==> config.mk <==
export PLATFORM = sky130hd
export DESIGN_NAME = overlay_serial_port
export DESIGN_NICKNAME = d
export VERILOG_FILES = /design/src/overlay_serial_pkg.sv /design/src/byte_stream_if.sv /design/src/overlay_serial_port.sv /design/src/two_entry_buffer.sv
export SDC_FILE = /design/constraint.sdc
export NUM_CORES = 1
export LEC_CHECK = 0
export BUFFER_PORTS_ARGS = -buffer_cell sky130_fd_sc_hd__buf_2
export CORE_UTILIZATION = 34
export DETAILED_ROUTE_END_ITERATION = 16
export GPL_TIMING_DRIVEN = 0
export MAX_ROUTING_LAYER = met4
export SKIP_LAST_GASP = 1
export SYNTH_ARGS = -nofsm -noshare
export SYNTH_HDL_FRONTEND = slang
export SYNTH_SLANG_ARGS = --single-unit
==> constraint.sdc <==
create_clock -name ref_clk -period 2.35 [get_ports ref_clk]
set_input_delay 0.235 -clock ref_clk [delete_from_list [all_inputs] [get_ports ref_clk]]
set_output_delay 0.235 -clock ref_clk [all_outputs]
set_load 0.02 [all_outputs]
==> src/overlay_serial_pkg.sv <==
// Constants and types for the overlay serial port with flow control
package overlay_serial_pkg;

    ////////////////////////////////////////////////////////////////////////
    // Clock and bit timing
    localparam int CLK_HZ = 50_000_000;
    localparam int BAUD_RATE0 = 9600;
    localparam int BAUD_RATE1 = 19200;
    localparam int BAUD_RATE2 = 38400;
    localparam int BAUD_RATE3 = 115200;
    localparam int DBG_BAUD = 115200;
    localparam logic [15:0] DIV_RATE0 = 16'(CLK_HZ / BAUD_RATE0);
    localparam logic [15:0] DIV_RATE1 = 16'(CLK_HZ / BAUD_RATE1);
    localparam logic [15:0] DIV_RATE2 = 16'(CLK_HZ / BAUD_RATE2);
    localparam logic [15:0] DIV_RATE3 = 16'(CLK_HZ / BAUD_RATE3);
    localparam logic [15:0] DBG_DIV = 16'(CLK_HZ / DBG_BAUD);

    ////////////////////////////////////////////////////////////////////////
    // Frame layout: 8 data bits, no parity, one stop bit
    localparam logic [2:0] LAST_DATA_BIT = 3'd7;
    localparam logic [3:0] FRAME_PERIODS = 4'd10;

    ////////////////////////////////////////////////////////////////////////
    // Start-up delay before the online announcement
    localparam int STARTUP_TIME_MS = 500;
    localparam int STARTUP_CYCLES = STARTUP_TIME_MS * (CLK_HZ / 1000);

    ////////////////////////////////////////////////////////////////////////
    // Flow control characters and fill thresholds
    localparam logic [7:0] XON_CHAR = 8'h11;
    localparam logic [7:0] XOFF_CHAR = 8'h13;
    localparam logic [1:0] FILL_FULL = 2'h2;
    localparam logic [1:0] FILL_HIGH = 2'h2;
    localparam logic [1:0] FILL_LOW = 2'h0;

    ////////////////////////////////////////////////////////////////////////
    // Strap field positions and reset values
    localparam int STRAP_RATE_LSB = 0;
    localparam int STRAP_HW_FLOW_BIT = 2;
    localparam int STRAP_SW_CFG_BIT = 3;
    localparam logic [1:0] RATE_RST = 2'h0;
    localparam logic HW_FLOW_RST = 1'b0;
    localparam logic SW_CFG_RST = 1'b0;

    typedef enum {RX_IDLE, RX_START, RX_DATA, RX_STOP} rx_state_t;

endpackage

==> src/byte_stream_if.sv <==
// Byte stream carrier with valid and ready between the block's modules
interface byte_stream_if;
    logic valid;
    logic ready;
    logic [7:0] data;
    modport src (output valid, output data, input ready);
    modport snk (input valid, input data, output ready);
endinterface

==> src/overlay_serial_port.sv <==
// Main serial port, debug port and flow control of the overlay module
module overlay_serial_port
    import overlay_serial_pkg::*;
#(
    parameter int STARTUP_WAIT = STARTUP_CYCLES
) (
    // Clock and reset
    input wire logic ref_clk,
    input wire logic rstn,
    // Configuration straps
    input wire logic [3:0] rate_config_straps,
    // Software setup command
    input wire logic cfg_wr,
    input wire logic [1:0] cfg_rate,
    input wire logic cfg_hw_flow,
    input wire logic echo_en,
    // Main serial port pins
    input wire logic rxd,
    output logic txd,
    output logic rts,
    input wire logic cts,
    // Debug port pin
    output logic dbg_txd,
    // SPI received bytes for debug report
    input wire logic spi_rx_valid,
    input wire logic [7:0] spi_rx_data,
    // Received characters to the command parser
    output logic rx_valid,
    output logic [7:0] rx_data,
    input wire logic rx_ready,
    // Characters from the command parser to send
    input wire logic tx_valid,
    input wire logic [7:0] tx_data,
    output logic tx_ready,
    // Status
    output logic online,
    output logic hw_flow_active,
    output logic [1:0] rate_sel,
    output logic rx_dropped
);
    ////////////////////////////////////////////////////////////////////////
    // Configuration
    logic init_q, init_d;
    logic [1:0] rate_q, rate_d;
    logic hw_q, hw_d;
    logic swcfg_q, swcfg_d;
    logic [15:0] main_div;

    always_comb begin
        init_d = 1'b1;
        rate_d = rate_q;
        hw_d = hw_q;
        swcfg_d = swcfg_q;
        if (!init_q) begin
            rate_d = rate_config_straps[STRAP_RATE_LSB +: 2];
            hw_d = rate_config_straps[STRAP_HW_FLOW_BIT];
            swcfg_d = rate_config_straps[STRAP_SW_CFG_BIT];
        end else if (cfg_wr && swcfg_q) begin
            rate_d = cfg_rate;
            hw_d = cfg_hw_flow;
        end
    end

    always_ff @(posedge ref_clk) begin
        if (!rstn) begin
            init_q <= 1'b0;
            rate_q <= RATE_RST;
            hw_q <= HW_FLOW_RST;
            swcfg_q <= SW_CFG_RST;
        end else begin
            init_q <= init_d;
            rate_q <= rate_d;
            hw_q <= hw_d;
            swcfg_q <= swcfg_d;
        end
    end

    always_comb begin
        if (rate_q == 2'h0) begin
            main_div = DIV_RATE0;
        end else if (rate_q == 2'h1) begin
            main_div = DIV_RATE1;
        end else if (rate_q == 2'h2) begin
            main_div = DIV_RATE2;
        end else begin
            main_div = DIV_RATE3;
        end
    end

    assign hw_flow_active = hw_q;
    assign rate_sel = rate_q;

    ////////////////////////////////////////////////////////////////////////
    // Receiver: 8N1 frame into the holding register
    rx_state_t st_q, st_d;
    logic [15:0] rcnt_q, rcnt_d;
    logic [2:0] rbit_q, rbit_d;
    logic [7:0] rsh_q, rsh_d;
    logic drop_q, drop_d;
    logic rdone;
    logic [7:0] hold_q, hold_d;
    logic hold_v_q, hold_v_d;
    logic dropped_q, dropped_d;
    logic [1:0] fill;
    logic rts_q, rts_d;
    byte_stream_if rx_in ();
    byte_stream_if rx_out ();

    always_comb begin
        st_d = st_q;
        rcnt_d = rcnt_q;
        rbit_d = rbit_q;
        rsh_d = rsh_q;
        drop_d = drop_q;
        rdone = 1'b0;
        case (st_q)
            RX_IDLE: begin
                if (!rxd) begin
                    st_d = RX_START;
                    rcnt_d = main_div >> 1;
                    drop_d = rts_q;
                end
            end
            RX_START: begin
                if (rcnt_q == 16'h0000) begin
                    st_d = rxd ? RX_IDLE : RX_DATA;
                    rcnt_d = main_div - 16'h0001;
                    rbit_d = 3'h0;
                end else begin
                    rcnt_d = rcnt_q - 16'h0001;
                end
            end
            RX_DATA: begin
                if (rcnt_q == 16'h0000) begin
                    rsh_d = {rxd, rsh_q[7:1]};
                    rcnt_d = main_div - 16'h0001;
                    rbit_d = rbit_q + 3'h1;
                    if (rbit_q == LAST_DATA_BIT) begin
                        st_d = RX_STOP;
                    end
                end else begin
                    rcnt_d = rcnt_q - 16'h0001;
                end
            end
            RX_STOP: begin
                if (rcnt_q == 16'h0000) begin
                    st_d = RX_IDLE;
                    rdone = rxd && !drop_q;
                end else begin
                    rcnt_d = rcnt_q - 16'h0001;
                end
            end
            default: st_d = RX_IDLE;
        endcase
    end

    always_comb begin
        hold_d = hold_q;
        hold_v_d = hold_v_q;
        dropped_d = 1'b0;
        if (hold_v_q && rx_in.ready) begin
            hold_v_d = 1'b0;
        end
        if (rdone && !hold_v_d) begin
            hold_d = rsh_q;
            hold_v_d = 1'b1;
        end else if (rdone) begin
            dropped_d = 1'b1;
        end
        if (st_q == RX_STOP && rcnt_q == 16'h0000 && drop_q) begin
            dropped_d = 1'b1;
        end
    end

    assign rx_in.valid = hold_v_q;
    assign rx_in.data = hold_q;
    assign rx_out.ready = rx_ready;
    assign rx_valid = rx_out.valid;
    assign rx_data = rx_out.data;
    assign rx_dropped = dropped_q;

    two_entry_buffer u_rx_buf (
        .ref_clk(ref_clk),
        .rstn(rstn),
        .in_s(rx_in),
        .out_s(rx_out),
        .fill(fill)
    );

    assign rts_d = hw_q && (fill == FILL_FULL);
    assign rts = rts_q;

    always_ff @(posedge ref_clk) begin
        if (!rstn) begin
            st_q <= RX_IDLE;
            rcnt_q <= 16'h0000;
            rbit_q <= 3'h0;
            rsh_q <= 8'h00;
            drop_q <= 1'b0;
            hold_q <= 8'h00;
            hold_v_q <= 1'b0;
            dropped_q <= 1'b0;
            rts_q <= 1'b0;
        end else begin
            st_q <= st_d;
            rcnt_q <= rcnt_d;
            rbit_q <= rbit_d;
            rsh_q <= rsh_d;
            drop_q <= drop_d;
            hold_q <= hold_d;
            hold_v_q <= hold_v_d;
            dropped_q <= dropped_d;
            rts_q <= rts_d;
        end
    end

    ////////////////////////////////////////////////////////////////////////
    // Transmitters: index 0 main port, index 1 debug port
    logic [1:0] ld, busy, line;
    logic [7:0] tbyte [2];
    logic [15:0] tdiv [2];

    assign tdiv[0] = main_div;
    assign tdiv[1] = DBG_DIV;
    assign txd = line[0];
    assign dbg_txd = line[1];

    for (genvar i = 0; i < 2; i++) begin : g_tx
        logic [8:0] fr_q, fr_d;
        logic [15:0] cnt_q, cnt_d;
        logic [3:0] left_q, left_d;
        logic line_q, line_d;

        assign busy[i] = (left_q != 4'h0);
        assign line[i] = line_q;

        always_comb begin
            fr_d = fr_q;
            cnt_d = cnt_q;
            left_d = left_q;
            line_d = line_q;
            if (ld[i]) begin
                fr_d = {1'b1, tbyte[i]};
                cnt_d = tdiv[i] - 16'h0001;
                left_d = FRAME_PERIODS;
                line_d = 1'b0;
            end else if (left_q != 4'h0) begin
                if (cnt_q == 16'h0000) begin
                    cnt_d = tdiv[i] - 16'h0001;
                    left_d = left_q - 4'h1;
                    line_d = (left_q == 4'h1) ? 1'b1 : fr_q[0];
                    fr_d = {1'b1, fr_q[8:1]};
                end else begin
                    cnt_d = cnt_q - 16'h0001;
                end
            end
        end

        always_ff @(posedge ref_clk) begin
            if (!rstn) begin
                fr_q <= 9'h1ff;
                cnt_q <= 16'h0000;
                left_q <= 4'h0;
                line_q <= 1'b1;
            end else begin
                fr_q <= fr_d;
                cnt_q <= cnt_d;
                left_q <= left_d;
                line_q <= line_d;
            end
        end
    end

    ////////////////////////////////////////////////////////////////////////
    // Main transmit sources: announcement, flow chars, echo, parser
    logic [24:0] up_q, up_d;
    logic online_q, online_d;
    logic xon_pend_q, xon_pend_d;
    logic fc_pend_q, fc_pend_d;
    logic [7:0] fc_char_q, fc_char_d;
    logic xoff_sent_q, xoff_sent_d;
    logic echo_pend_q, echo_pend_d;
    logic [7:0] echo_q, echo_d;
    logic tx_free;

    // Only CTS stalls, in hardware flow mode; host XON/XOFF bytes are plain data here
    assign tx_free = online_q && !busy[0] && !(hw_q && cts);
    assign tx_ready = tx_free && !xon_pend_q && !fc_pend_q && !echo_pend_q;
    assign online = online_q;

    always_comb begin
        up_d = up_q;
        online_d = online_q;
        xon_pend_d = xon_pend_q;
        fc_pend_d = fc_pend_q;
        fc_char_d = fc_char_q;
        xoff_sent_d = xoff_sent_q;
        echo_pend_d = echo_pend_q;
        echo_d = echo_q;
        ld[0] = 1'b0;
        tbyte[0] = tx_data;
        if (!online_q) begin
            if (up_q == 25'(STARTUP_WAIT - 1)) begin
                online_d = 1'b1;
                xon_pend_d = 1'b1;
            end else begin
                up_d = up_q + 25'h0000001;
            end
        end
        if (tx_free) begin
            if (xon_pend_q) begin
                ld[0] = 1'b1;
                tbyte[0] = XON_CHAR;
                xon_pend_d = 1'b0;
            end else if (fc_pend_q) begin
                ld[0] = 1'b1;
                tbyte[0] = fc_char_q;
                fc_pend_d = 1'b0;
            end else if (echo_pend_q) begin
                ld[0] = 1'b1;
                tbyte[0] = echo_q;
                echo_pend_d = 1'b0;
            end else if (tx_valid) begin
                ld[0] = 1'b1;
            end
        end
        if (online_q && !hw_q) begin
            if (!xoff_sent_q && fill == FILL_HIGH) begin
                xoff_sent_d = 1'b1;
                fc_pend_d = 1'b1;
                fc_char_d = XOFF_CHAR;
            end else if (xoff_sent_q && fill == FILL_LOW) begin
                xoff_sent_d = 1'b0;
                fc_pend_d = 1'b1;
                fc_char_d = XON_CHAR;
            end
        end
        if (rdone && !hold_v_q && echo_en) begin
            echo_pend_d = 1'b1;
            echo_d = rsh_q;
        end
    end

    always_ff @(posedge ref_clk) begin
        if (!rstn) begin
            up_q <= 25'h0000000;
            online_q <= 1'b0;
            xon_pend_q <= 1'b0;
            fc_pend_q <= 1'b0;
            fc_char_q <= XON_CHAR;
            xoff_sent_q <= 1'b0;
            echo_pend_q <= 1'b0;
            echo_q <= 8'h00;
        end else begin
            up_q <= up_d;
            online_q <= online_d;
            xon_pend_q <= xon_pend_d;
            fc_pend_q <= fc_pend_d;
            fc_char_q <= fc_char_d;
            xoff_sent_q <= xoff_sent_d;
            echo_pend_q <= echo_pend_d;
            echo_q <= echo_d;
        end
    end

    ////////////////////////////////////////////////////////////////////////
    // Debug report of main and SPI received characters
    logic dm_pend_q, dm_pend_d, ds_pend_q, ds_pend_d;
    logic [7:0] dm_q, dm_d, ds_q, ds_d;

    always_comb begin
        dm_pend_d = dm_pend_q;
        ds_pend_d = ds_pend_q;
        dm_d = dm_q;
        ds_d = ds_q;
        ld[1] = 1'b0;
        tbyte[1] = dm_q;
        if (!busy[1]) begin
            if (dm_pend_q) begin
                ld[1] = 1'b1;
                dm_pend_d = 1'b0;
            end else if (ds_pend_q) begin
                ld[1] = 1'b1;
                tbyte[1] = ds_q;
                ds_pend_d = 1'b0;
            end
        end
        if (rdone) begin
            dm_pend_d = 1'b1;
            dm_d = rsh_q;
        end
        if (spi_rx_valid) begin
            ds_pend_d = 1'b1;
            ds_d = spi_rx_data;
        end
    end

    always_ff @(posedge ref_clk) begin
        if (!rstn) begin
            dm_pend_q <= 1'b0;
            ds_pend_q <= 1'b0;
            dm_q <= 8'h00;
            ds_q <= 8'h00;
        end else begin
            dm_pend_q <= dm_pend_d;
            ds_pend_q <= ds_pend_d;
            dm_q <= dm_d;
            ds_q <= ds_d;
        end
    end
endmodule

==> src/two_entry_buffer.sv <==
// Two-entry receive buffer with fill count
module two_entry_buffer
    import overlay_serial_pkg::*;
(
    // Clock and reset
    input wire logic ref_clk,
    input wire logic rstn,
    // Streams
    byte_stream_if.snk in_s,
    byte_stream_if.src out_s,
    // Fill level
    output logic [1:0] fill
);
    logic [7:0] mem_q [2];
    logic [7:0] mem_d [2];
    logic wr_q, wr_d, rd_q, rd_d;
    logic [1:0] cnt_q, cnt_d;
    logic push, pop;

    assign in_s.ready = (cnt_q != FILL_FULL);
    assign out_s.valid = (cnt_q != 2'h0);
    assign out_s.data = mem_q[rd_q];
    assign fill = cnt_q;
    assign push = in_s.valid && in_s.ready;
    assign pop = out_s.valid && out_s.ready;

    always_comb begin
        mem_d = mem_q;
        wr_d = wr_q;
        rd_d = rd_q;
        cnt_d = cnt_q;
        if (push) begin
            mem_d[wr_q] = in_s.data;
            wr_d = ~wr_q;
        end
        if (pop) begin
            rd_d = ~rd_q;
        end
        if (push && !pop) begin
            cnt_d = cnt_q + 2'h1;
        end else if (pop && !push) begin
            cnt_d = cnt_q - 2'h1;
        end
    end

    always_ff @(posedge ref_clk) begin
        if (!rstn) begin
            mem_q[0] <= 8'h00;
            mem_q[1] <= 8'h00;
            wr_q <= 1'b0;
            rd_q <= 1'b0;
            cnt_q <= 2'h0;
        end else begin
            mem_q <= mem_d;
            wr_q <= wr_d;
            rd_q <= rd_d;
            cnt_q <= cnt_d;
        end
    end
endmodule

Word-level counts from Yosys, hierarchy flattened:

Cells that the tools add are included.

* muxes and demuxes: 102
* shifts and indexed selects: 0
* divide/modulo/power cells: 0
* order comparisons: 3
* multipliers: 0
* bitwise logic cells: 8
* equal/unequal tests: 24
* reduce and logical (&&, ||, !) cells: 68
* add/subtract/negate cells: 10

Operators by type and width (number)
* $mux 32: 5
* $mux 8: 19
* $pmux 32 s4: 1
* $mux 16: 7
* $eq 32x2->1 const B: 2
* $sub 16x1->16 const B: 4
* $logic_not 16->1: 3
* $mux 1: 48
* $pmux 16 s3: 1
* $eq 32x1->1 const B: 1
* $eq 32x3->1 const B: 1
* $logic_not 32->1: 1
* $add 25x1->25 const B: 1
* $eq 25x25->1 const B: 1
* $mux 4: 6
* $logic_and 1x1->1: 22
* $ne 2x2->1 const B: 10
* $mux 9: 2
* $reduce_and 2->1: 9
* $reduce_bool 2->1: 9
* $bwmux 16: 1
* $mux 13: 1
* $logic_not 1->1: 12
* $mux 12: 1
* other kinds (24): 47

* output and inout bits: 18
* register bits after elaboration: 218
* word-level logic and storage cells: 256
* bits in latches: 0
* memories kept: 0
* input port bits: 32
* bits in writable memories: 0
* bits in read-only memories: 0

Depth between registers and ports, before layout:

Gate-level depths: netlist of the first run.

* depth after elaboration: 8
* gate-level depth with buffers: 10
* depth with buffers taken out: 7

Modules after synthesis:

Synthesis of the first run repeated with hierarchy kept, for this count alone.

* cell total of the unflattened synthesis: 1061
* area, all modules: 9161.3 µm²

By module, submodules not included
* overlay_serial_port: sequential area each 3203.1 µm², times used 1, area an instance 8232.9 µm², cells each 970
* two_entry_buffer: sequential area each 400.4 µm², times used 1, area an instance 928.4 µm², cells each 91

Worst setup path before layout of the first run:

Ideal clock, no wire load.

* path kind: flip-flop to flip-flop
* from: reg g_tx[0].cnt_q[0]
* to: reg g_tx[0].cnt_q[1]
* cell stages (with the launch flop): 8
* library setup time: 0.075 ns
* buffers on the path: 0
* arrival time: 2.303 ns
* slack: -0.028 ns
* required time: 2.275 ns
* cell sequence: dfxtp_1 -> inv_1 -> ha_1 -> or4b_2 -> or4_4 -> o21ai_4 -> mux2_2 -> o22ai_1

* longest elaborated chain between the ends: 4
* elaborated cells on any way between the ends: 5

RTL lines
* start: declaration: RTL line overlay_serial_port.sv:230 `logic [15:0] cnt_q, cnt_d;`
* start signal: assignment: RTL line overlay_serial_port.sv:267 `cnt_q <= cnt_d;`
* $sub 16x1->16 or $logic_not 16->1 (tied branches): RTL line overlay_serial_port.sv:254, overlay_serial_port.sv:248
* $mux 16 (*): RTL line overlay_serial_port.sv:248 `if (cnt_q == 16'h0000) begin`
* $mux 16 (*): RTL line overlay_serial_port.sv:247 `end else if (left_q != 4'h0) begin`
* $mux 16 (*): RTL line overlay_serial_port.sv:242 `if (ld[i]) begin`

Every way passes the cells marked *; elsewhere a longest branch is shown, timed or not. The select of a mux whose other input is x is not followed.
A chain may end at the register's enable or synchronous reset.

Final worst setup path of the first run:

* from: reg g_tx[0].cnt_q[8]
* to: reg g_tx[0].cnt_q[1]

* longest elaborated chain between the ends: 4

RTL lines (RTL line)
* $logic_not 16->1: overlay_serial_port.sv:248
* $mux 16: overlay_serial_port.sv:248
* $mux 16: overlay_serial_port.sv:247
* $mux 16: overlay_serial_port.sv:242

No other way between the ends. The select of a mux whose other input is x is not followed.

==> results of run 1 <==
==> layout make-up <==
type | count | area [um^2]
Timing Repair Buffer | 78 | 495
Clock buffer | 20 | 457
Sequential cell | 180 | 3620
Inverter | 37 | 139
Tap cell | 335 | 419
Multi-Input combinational cell | 782 | 5330
Buffer | 50 | 235
Fill cell | 2624 | 15200
Clock inverter | 12 | 128
==> sequential cells by signal (all words and copies together) (netlist names), 2 cells and up <==
signal / cells
u_rx_buf.fill: 2
g_tx.cnt_q: 32
up_q: 25
ds_q: 8
g_tx.fr_q: 16
rsh_q: 8
rcnt_q: 16
dm_q: 8
rate_sel: 2
st_q: 2
rbit_q: 3
hold_q: 8
echo_q: 8
g_tx.left_q: 8
u_rx_buf.mem_q: 16
==> cell families after synthesis <==
kind of cell | synth area share
fa+ha+maj | 0.0333
buf+inv | 0.0407
mux | 0.0893
compound gates | 0.181
xor+xnor | 0.0292
flops | 0.400
simple gates | 0.227
==> synthesized netlist by cell type, types with 5 or more instances <==
cell      number  area share
dfxtp_1      180        0.40
nor2_1       128       0.053
nand2_1       88       0.037
a21oi_1       68       0.038
mux2i_1       68       0.076
o21ai_0       43       0.024
clkbuf_1      41       0.017
inv_1         37       0.015
nand3_1       32       0.018
nor3_1        29       0.016
ha_1          24       0.033
or4_1         19       0.016
or3_1         17       0.012
nor4_1        16       0.011
xnor2_1       15       0.015
xor2_1        15       0.015
o211ai_1      14       0.012
o31ai_1       14       0.012
a211oi_1      13       0.011
nand4_1       13      0.0090
a22oi_1       12       0.010
mux2_2        11       0.014
nor2b_1       10      0.0069
nand2b_1       9      0.0062
a32o_1         8      0.0089
and3_1         8      0.0056
buf_2          8      0.0044
nor3b_1        8      0.0067
o22ai_1        8      0.0056
o21a_1         7      0.0058
a31oi_1        6      0.0042
buf_1          6      0.0025
a21boi_0       5      0.0042
==> report_power, final <==
group | switching (mW) | total (mW) | internal [mW] | leakage [nW]
clock | 1.25 | 2.87 | 1.62 | 0.290
sequential | 0.468 | 3.98 | 3.52 | 1.47
combinational | 3.77 | 6.66 | 2.89 | 2.47
==> critical path: stages (launching register included) <==
cell and delay (ns):
dfxtp_4 0.36, or4_4 0.55, or4_4 0.57, o21ai_4 0.28, mux2_4 0.33, o22ai_1 0.14
==> stage by stage <==
stage               power, mW  hold WS [ns]  setup slack, ns  instance area (um^2)  utilization
floorplan                8.20         0.263           0.0305                  9020            -
global placement         9.45         0.399           -0.339                  9680        0.371
detailed placement       9.46         0.395           -0.357                  9680        0.371
CTS                      13.0        0.0217          -0.0635                 10600        0.405
global route             14.4        0.0385          -0.0479                 10800        0.415
finish                   13.5        0.0312           0.0205                 10800        0.415
==> how the worst max path moves through the flow <==
stage	to	depth (start not counted)	slack, ns	from
6_report	g_tx[0].cnt_q[1]$_SDFFE_PN0P_	5	0.02	g_tx[0].cnt_q[8]$_SDFFE_PN0P_
4_1_cts	g_tx[0].cnt_q[4]$_SDFFE_PN0P_	8	-0.06	g_tx[0].cnt_q[7]$_SDFFE_PN0P_
5_1_grt	up_q[16]$_SDFFE_PN0P_	8	-0.05	up_q[0]$_SDFFE_PN0P_
2_1_floorplan	g_tx[0].cnt_q[1]$_SDFFE_PN0P_	6	0.03	g_tx[0].cnt_q[7]$_SDFFE_PN0P_
3_3_place_gp	up_q[19]$_SDFFE_PN0P_	7	-0.34	rstn
3_5_place_dp	dm_q[7]$_SDFFE_PN0P_	7	-0.36	rstn
==> cells in the final DEF, fill, tap and decap left out, drive strengths merged, types with 5 or more instances in the layout <==
cell	Yosys	layout
a21oi	68	68
nor2	129	129
nor3	29	29
nor3b	8	8
o211ai	14	14
dfxtp	180	180
mux2i	68	68
o22ai	8	8
nand2b	9	9
or3	17	17
mux2	11	11
nand3	32	32
and3	8	8
ha	24	24
or4	20	20
a31oi	6	6
o31ai	14	14
a21boi	5	5
xor2	15	15
nand2	88	88
nand4	14	14
inv	37	39
a211oi	14	14
clkbuf	41	52
clkinv	0	7
a32o	8	8
o21a	7	7
o21ai	46	46
a22oi	12	12
nor2b	10	10
xnor2	15	15
buf	15	95
nor4	17	17
==> per-layer routing <==
metal | routed length (um) | part of all wire | up-vias
met5 | 0 | 0 | -
met4 | 516 | 0.021 | 0
met1 | 12000 | 0.49 | 3835
met2 | 11200 | 0.45 | 172
met3 | 973 | 0.039 | 35
li1 | - | - | 4031
==> what timing repair did <==
action,in CTS,in global routing
hold endpoints to repair,1,0
hold buffers,1,0
pin swaps,6,14
gates resized for setup,49,57
cloned,0,1
endpoints found under the setup margin,114,140
setup buffers,14,14
==> qor.csv, run 1 <==
metric;value;unit
largest net degree at the start of global routing;17;
clk_skew;0.0147;ns
Die ar.;0.0272;mm^2
hold endpoint;swcfg_q$_SDFFE_PN0N_;
clk sinks;180;
Die Width;165;um
Post-DRT Antenna Nets;0;
CP Class;register to register;
DR iter-0 viols;500;
number of flops mapped to enable cells by yosys;0;
Detailed Route WL;24700;um
syn_nets;1111;
CTS tree;yes;
share of layout cells above drive strength 1;0.179;
DR WL/cell;16.6;um
Post-synth ARST share;0;
IR Drop Worst-Case VDD;0.903;mV
R2R Path End;g_tx[0].cnt_q[1]$_SDFFE_PN0P_;
routing usage on met3;0.0326;
outcome;finished clean;
Max-Cap Viols;0;
Hold WC Path Type;input port to register;
first-pass GRT wire length;39900;um
DR vias;8073;
arrival time worst endpoint;2.67;ns
deepest clock path buffer count;2;
initial core utilization;0.346;
CTS H-Tree Depth;4;
CP Data Required Time;2.69;ns
final hold vios;0;
critical path launch point type;register;
Crit Reg-Reg Startpoint;g_tx[0].cnt_q[8]$_SDFFE_PN0P_;
Area Overhead vs Synth;20.1;%
number of global-route vias before repair;7621;
ys flop type;dfxtp_1;
Final Max Slew Viols;0;
clock latency on the worst-skew pair;0.43;ns
# DRC;0;
Synth warnings;0;
I/O Buffers;48;
hold wc startpoint;rate_config_straps[3];
syn_area_per_cell;8.54;um^2
total negative slack;0;ns
drt first pass iters;5;
met2 usage;0.296;
met1 Use GR;0.254;
Synth Cell Area;0.00901;mm^2
Pleak;4.23;nW
Via density;5.40;
post-DP HPWL;17400;um
die height;165;um
min cycle time layout;2.33;ns
R2R setup slack;0.02;ns
GRT Util Overall;0.192;
power density of the placed cells;1250;mW/mm^2
Worst-Margin Slew;0.837;ns
CP Capture Type;register;
final net count;1202;
slew margin rel.;0.442;
GRT Max-Usage Layer;met2;
Hold Path Depth;3;
placed cell count;1438;
Root Driver;clkbuf_16;
CP max FO;8;
unrepaired setup endpoints after global routing;yes;
#FFs+latches synth;180;
GRT Residual Overflow;0;
RePlAce Congestion;0.964;
CTS Buf Count;17;
Worst-path clk slew;0.07;ns
register area share after synthesis;0.400;
initial antenna violation count;0;
IO Pins;50;
fmax;429;MHz
Final Cycle Share;0.991;
Syn Inst Count;1055;
Site Rows;59;
R2R depth;5;
antenna cells;0;
final setup fails;0;
area of the core;0.0261;mm^2
Post-Layout Cell Count;1494;
Yosys cell types;78;
Power figures use the tool's default switching activity.
==> run 2, diff against run 1 <==
==> constraint.sdc (replaced) <==
create_clock -name ref_clk -period 2.49 [get_ports ref_clk]
set_input_delay 0.249 -clock ref_clk [delete_from_list [all_inputs] [get_ports ref_clk]]
set_output_delay 0.249 -clock ref_clk [all_outputs]
set_load 0.02 [all_outputs]
==> qor.csv, run 2 (synthesis results as in run 1) <==
metric;value;unit;change
outcome;finished clean;;
I/O Buffers;48;;unchanged
multi-input logic area;0.00521;mm^2;-2.2%
clk sinks;180;;unchanged
Die Width;165;um;unchanged
largest registers;g_tx.cnt_q x32, up_q x25;;
DR vias;8033;;-0.50%
placement-stage cell area;0.00967;mm^2;about the same
power density of the placed cells;1190;mW/mm^2;-4.3%
DR WL/cell;16.6;um;about the same
Post-Layout Cell Count;1479;;-1.0%
# DRC;0;;unchanged
Final Instance Area;0.0106;mm^2;-1.7%
final hold vios;0;;unchanged
CP max FO;5;;-3
fmax;406;MHz;
Site Rows;59;;unchanged
Die ar.;0.0272;mm^2;unchanged
Final WS setup;0.0262;ns;+0.00573 ns
drt first pass iters;5;;unchanged
commonest non-fill, non-tap cells in the layout;174 x dfxtp_1, 126 x nor2_1, 88 x nand2_1;;
Worst-path clk slew;0.07;ns;about the same
GRT Util Overall;0.190;;-0.00231
initial core utilization;0.346;;unchanged
CTS tree;yes;;
arrival time worst endpoint;2.21;ns;-0.46 ns
initial antenna violation count;0;;unchanged
clk_skew;0.0133;ns;-0.00145 ns
largest net degree at the start of global routing;17;;unchanged
Pleak;4.11;nW;-2.6%
slew margin rel.;0.351;;-0.0916
Via density;5.43;;+0.51%
fillers;2616;;-0.30%
CP Class;register to primary output;;
min cycle time layout;2.46;ns;
die height;165;um;unchanged
IR Drop Worst-Case VDD;0.859;mV;-4.9%
Largest register FFs;32;;unchanged
Final Cycle Share;0.989;;
pre-CTS WS;-0.256;ns;+0.101 ns
CTS H-Tree Depth;4;;unchanged
Hold WC Path Type;input port to register;;
Final Max Slew Viols;0;;unchanged
number of global-route vias before repair;7445;;-2.3%
IO Pins;50;;unchanged
antenna cells;0;;unchanged
placed cell count;1438;;unchanged
commonest non-fill, non-tap cell in the layout;dfxtp_1;;
deepest clock path buffer count;2;;unchanged
Root Driver;clkbuf_16;;
Hold WS;0.0481;ns;+0.0170 ns
CP Capture Type;primary output;;
post-DP HPWL;17400;um;-0.24%
critical path launch point type;register;;
share of layout cells above drive strength 1;0.149;;-0.0300
register area;0.00361;mm^2;-0.21%
register with the most flip-flops;g_tx.cnt_q;;
final net count;1188;;-1.2%
Max-Cap Viols;0;;unchanged
Detailed Route WL;24500;um;-0.98%
area of the core;0.0261;mm^2;unchanged
Area Overhead vs Synth;18.0;%;
DR iter-0 viols;570;;+14%
final setup fails;0;;unchanged
Post-DRT Antenna Nets;0;;unchanged
RePlAce Congestion;0.990;;+2.7%
CTS Buf Count;17;;unchanged
Worst-Margin Slew;0.965;ns;+0.128 ns
clock latency on the worst-skew pair;0.43;ns;about the same
first-pass GRT wire length;39400;um;-1.4%
CP Data Required Time;2.24;ns;-0.45 ns
GRT Residual Overflow;0;;unchanged
unrepaired setup endpoints after global routing;yes;;
==> run 2: cell count changes in the layout (fill, tap and decap cells not counted), sizes merged <==
cell    previous run  this run
buf               95        71
bufinv             2         4
clkbuf            52        60
clkinv             7         3
inv               39        42
==> run 2: through the flow <==
stage,util,setup TNS (ns),power [mW]
3_3_place_gp,0.371,-10.31,8.91
4_1_cts,0.398,-0.0498,12.1
5_1_grt,0.408,-0.120,13.5
2_1_floorplan,-,0,7.72
3_5_place_dp,0.371,-12.31,8.94
6_report,0.408,0,12.7
==> run 2: timing repair <==
item,4_1_cts,5_1_grt
endpoints found under the hold margin,1,0
pin swaps,1,9
resized for setup,11,52
gates cloned,0,1
hold buffers,1,0
buffers inserted,2,8
endpoints found under the setup margin,79,107
==> run 2: power by group <==
part           switching, mW  internal (mW)
combinational           3.49           2.58
sequential             0.413           3.31
clock                   1.19           1.72
total                   5.09           7.61
==> run 2: critical path, stage by stage, from the launching register on <==
cell,delay [ns]
dfxtp_2,0.32
inv_2,0.09
ha_4,0.14
or3b_4,0.41
or4_4,0.55
nor2_4,0.14
buf_6,0.13
==> run 2: area by class of cell <==
cell class	instances	share of cell area
Clock inverter	13	0.0182
Sequential cell	180	0.340
Tap cell	335	0.0394
Clock buffer	18	0.0413
Inverter	37	0.0133
Timing Repair Buffer	60	0.0347
Multi-Input combinational cell	782	0.490
Buffer	54	0.0232
==> run 2: per-layer routing <==
metal / up-vias / share of wire / wire [um] / GRT usage
met2: 244 / 0.45 / 11000 / 0.289
met1: 3766 / 0.47 / 11600 / 0.255
met3: 27 / 0.060 / 1470 / 0.0354
li1: 3996 / - / - / -
met5: - / 0 / 0 / -
met4: 0 / 0.015 / 378 / 0.0534
==> run 2: final timing paths <==
kind | from | end | slack [ns] | depth (start not counted)
max reg2reg | g_tx[0].cnt_q[1]$_SDFFE_PN0P_ | g_tx[0].fr_q[1]$_SDFFE_PN1P_ | 0.06 | 8
min reg2reg | u_rx_buf.mem_q[0]$_SDFFE_PN0P_ | u_rx_buf.mem_q[0]$_SDFFE_PN0P_ | 0.45 | 2
min | rate_config_straps[3] | swcfg_q$_SDFFE_PN0N_ | 0.05 | 3
max | g_tx[0].left_q[1]$_SDFFE_PN0P_ | tx_ready | 0.03 | 6
==> run 3, diff against run 2 <==
==> constraint.sdc (replaced) <==
create_clock -name ref_clk -period 2.16 [get_ports ref_clk]
set_input_delay 0.216 -clock ref_clk [delete_from_list [all_inputs] [get_ports ref_clk]]
set_output_delay 0.216 -clock ref_clk [all_outputs]
set_load 0.02 [all_outputs]
==> qor.csv, run 3 (synthesis results as in run 1) <==
metric;value;unit;change
failing checks;negative setup slack;;
first-pass GRT wire length;40300;um;+2.3%
power density of the placed cells;1440;mW/mm^2;+20%
final hold vios;0;;unchanged
CP max FO;6;;+1
RePlAce Congestion;0.957;;-3.2%
number of global-route vias before repair;7731;;+3.8%
DR iter-0 viols;478;;-16%
GRT Residual Overflow;0;;unchanged
buffers and inverters on the worst path;2;;unchanged
commonest non-fill, non-tap cell in the layout;dfxtp_1;;
Die ar.;0.0272;mm^2;unchanged
post-DP HPWL;17500;um;+0.68%
CP Data Required Time;2.43;ns;+0.19 ns
slew margin rel.;0.463;;+0.112
drt first pass iters;5;;unchanged
placed cell count;1438;;unchanged
Final Cycle Share;1.09;;
final setup fails;24;;+24
unrepaired setup endpoints after global routing;yes;;
Worst-Margin Slew;0.805;ns;-0.160 ns
die height;165;um;unchanged
CP top delay family;simple AND/OR/NAND/NOR gates;;
Final Power;16.1;mW;+27%
CP Class;register to register;;
Pleak;4.39;nW;+6.6%
Largest register FFs;32;;unchanged
Post-DRT Antenna Nets;0;;unchanged
IR Drop Worst-Case VDD;1.19;mV;+38%
CP max stage delay;0.61;ns;+0.06 ns
total negative slack;-2.89;ns;-2.89 ns
CP Capture Type;register;;
Worst-path clk slew;0.07;ns;about the same
initial core utilization;0.346;;unchanged
critical-path cell list;or4_4 -> or4_4 -> buf_8 -> buf_4 -> o21ai_4 -> o221ai_1;;
Worst path most repeated cell;or4_4;;
IO Pins;50;;unchanged
Die Width;165;um;unchanged
clock latency on the worst-skew pair;0.44;ns;about the same
CTS tree;yes;;
clk sinks;180;;unchanged
I/O Buffers;48;;unchanged
critical path launch point type;register;;
# DRC;0;;unchanged
antenna cells;0;;unchanged
Final WS setup;-0.195;ns;-0.221 ns
outcome;complete, but fails checks;;
DR vias;8325;;+3.6%
largest net degree at the start of global routing;18;;+1
min cycle time layout;2.35;ns;
fillers;2558;;-2.2%
Max-Cap Viols;0;;unchanged
clk_skew;0.0161;ns;+0.00283 ns
arrival time worst endpoint;2.62;ns;+0.41 ns
DR WL/cell;16.9;um;+2.3%
commonest non-fill, non-tap cells in the layout;169 x dfxtp_1, 124 x nor2_1, 86 x nand2_1;;
Root Driver;clkbuf_16;;
final net count;1223;;+2.9%
pre-CTS WS;-0.548;ns;-0.293 ns
Hold WS;0.0184;ns;-0.0297 ns
Final Max Slew Viols;0;;unchanged
share of layout cells above drive strength 1;0.219;;+0.0709
CTS Buf Count;17;;unchanged
initial antenna violation count;0;;unchanged
area of the core;0.0261;mm^2;unchanged
Site Rows;59;;unchanged
fmax;425;MHz;
deepest clock path buffer count;2;;unchanged
Area Overhead vs Synth;24.4;%;
Via density;5.50;;+1.2%
Slowest cell on crit path;or4_4;;
CTS H-Tree Depth;4;;unchanged
Post-Layout Cell Count;1515;;+2.4%
largest registers;g_tx.cnt_q x32, up_q x25;;
Hold WC Path Type;input port to register;;
Detailed Route WL;25700;um;+4.8%
GRT Util Overall;0.194;;+0.00463
register with the most flip-flops;g_tx.cnt_q;;
## run 3: per-layer routing
layer  global-route usage  wire, um  vias to the layer above  part of all wire
met5                    -         0                        -                 0
met4               0.0642       523                        0             0.020
met3               0.0319      1210                       43             0.047
met2                0.301     11800                      220              0.46
met1                0.256     12100                     3990              0.47
li1                     -         -                     4072                 -
## run 3: what timing repair did
item	in CTS	in global routing
setup buffers	30	21
setup endpoints to repair	141	138
pin swaps	30	31
cloned	3	0
gates resized for setup	96	73
hold buffers	1	0
endpoints found under the hold margin	1	0
## run 3: report_power, final
part           switching, mW  leakage [nW]  internal, mW
clock                   1.44         0.293          1.77
sequential             0.541          1.47          3.83
combinational           4.60          2.62          3.94
total                   6.57          4.39          9.54
## run 3: worst reg2reg max path, stage by stage (launching register included)
cell      delay, ns
dfxtp_4        0.35
or4_4          0.57
or4_4          0.61
buf_8          0.17
buf_4          0.14
o21ai_4        0.22
o221ai_1       0.14
## run 3: stage by stage
| stage | util | instance area, um^2 |
|---|---|---|
| 4_1_cts | 0.419 | 10900 |
| 2_1_floorplan | - | 9040 |
| 6_report | 0.430 | 11200 |
| 5_1_grt | 0.430 | 11200 |
| 3_5_place_dp | 0.372 | 9700 |
| 3_3_place_gp | 0.372 | 9700 |
## run 3: path summary, 6_finish.rpt
| kind | from | endpoint | slack [ns] | depth (start not counted) |
|---|---|---|---|---|
| worst min-delay path | spi_rx_data[2] | ds_q[2]$_SDFFE_PN0P_ | 0.02 | 3 |
| worst max-delay path | g_tx[0].cnt_q[8]$_SDFFE_PN0P_ | g_tx[0].fr_q[0]$_SDFFE_PN1P_ | -0.19 | 6 |
| worst min register to register | u_rx_buf.mem_q[1]$_SDFFE_PN0P_ | u_rx_buf.mem_q[1]$_SDFFE_PN0P_ | 0.46 | 2 |
| worst max register to register | g_tx[0].cnt_q[8]$_SDFFE_PN0P_ | g_tx[0].fr_q[0]$_SDFFE_PN1P_ | -0.19 | 6 |
## run 3: area by class of cell
type | instances | area [um^2] | share of cell area
well taps | 335 | 419 | 0.0374
clock inverters | 14 | 163 | 0.0145
flip-flops and latches | 180 | 3620 | 0.323
clock buffers | 18 | 439 | 0.0392
plain buffers | 49 | 268 | 0.0239
repair buffers | 99 | 673 | 0.0600
inverters | 37 | 139 | 0.0124
multi-input cells | 783 | 5490 | 0.490
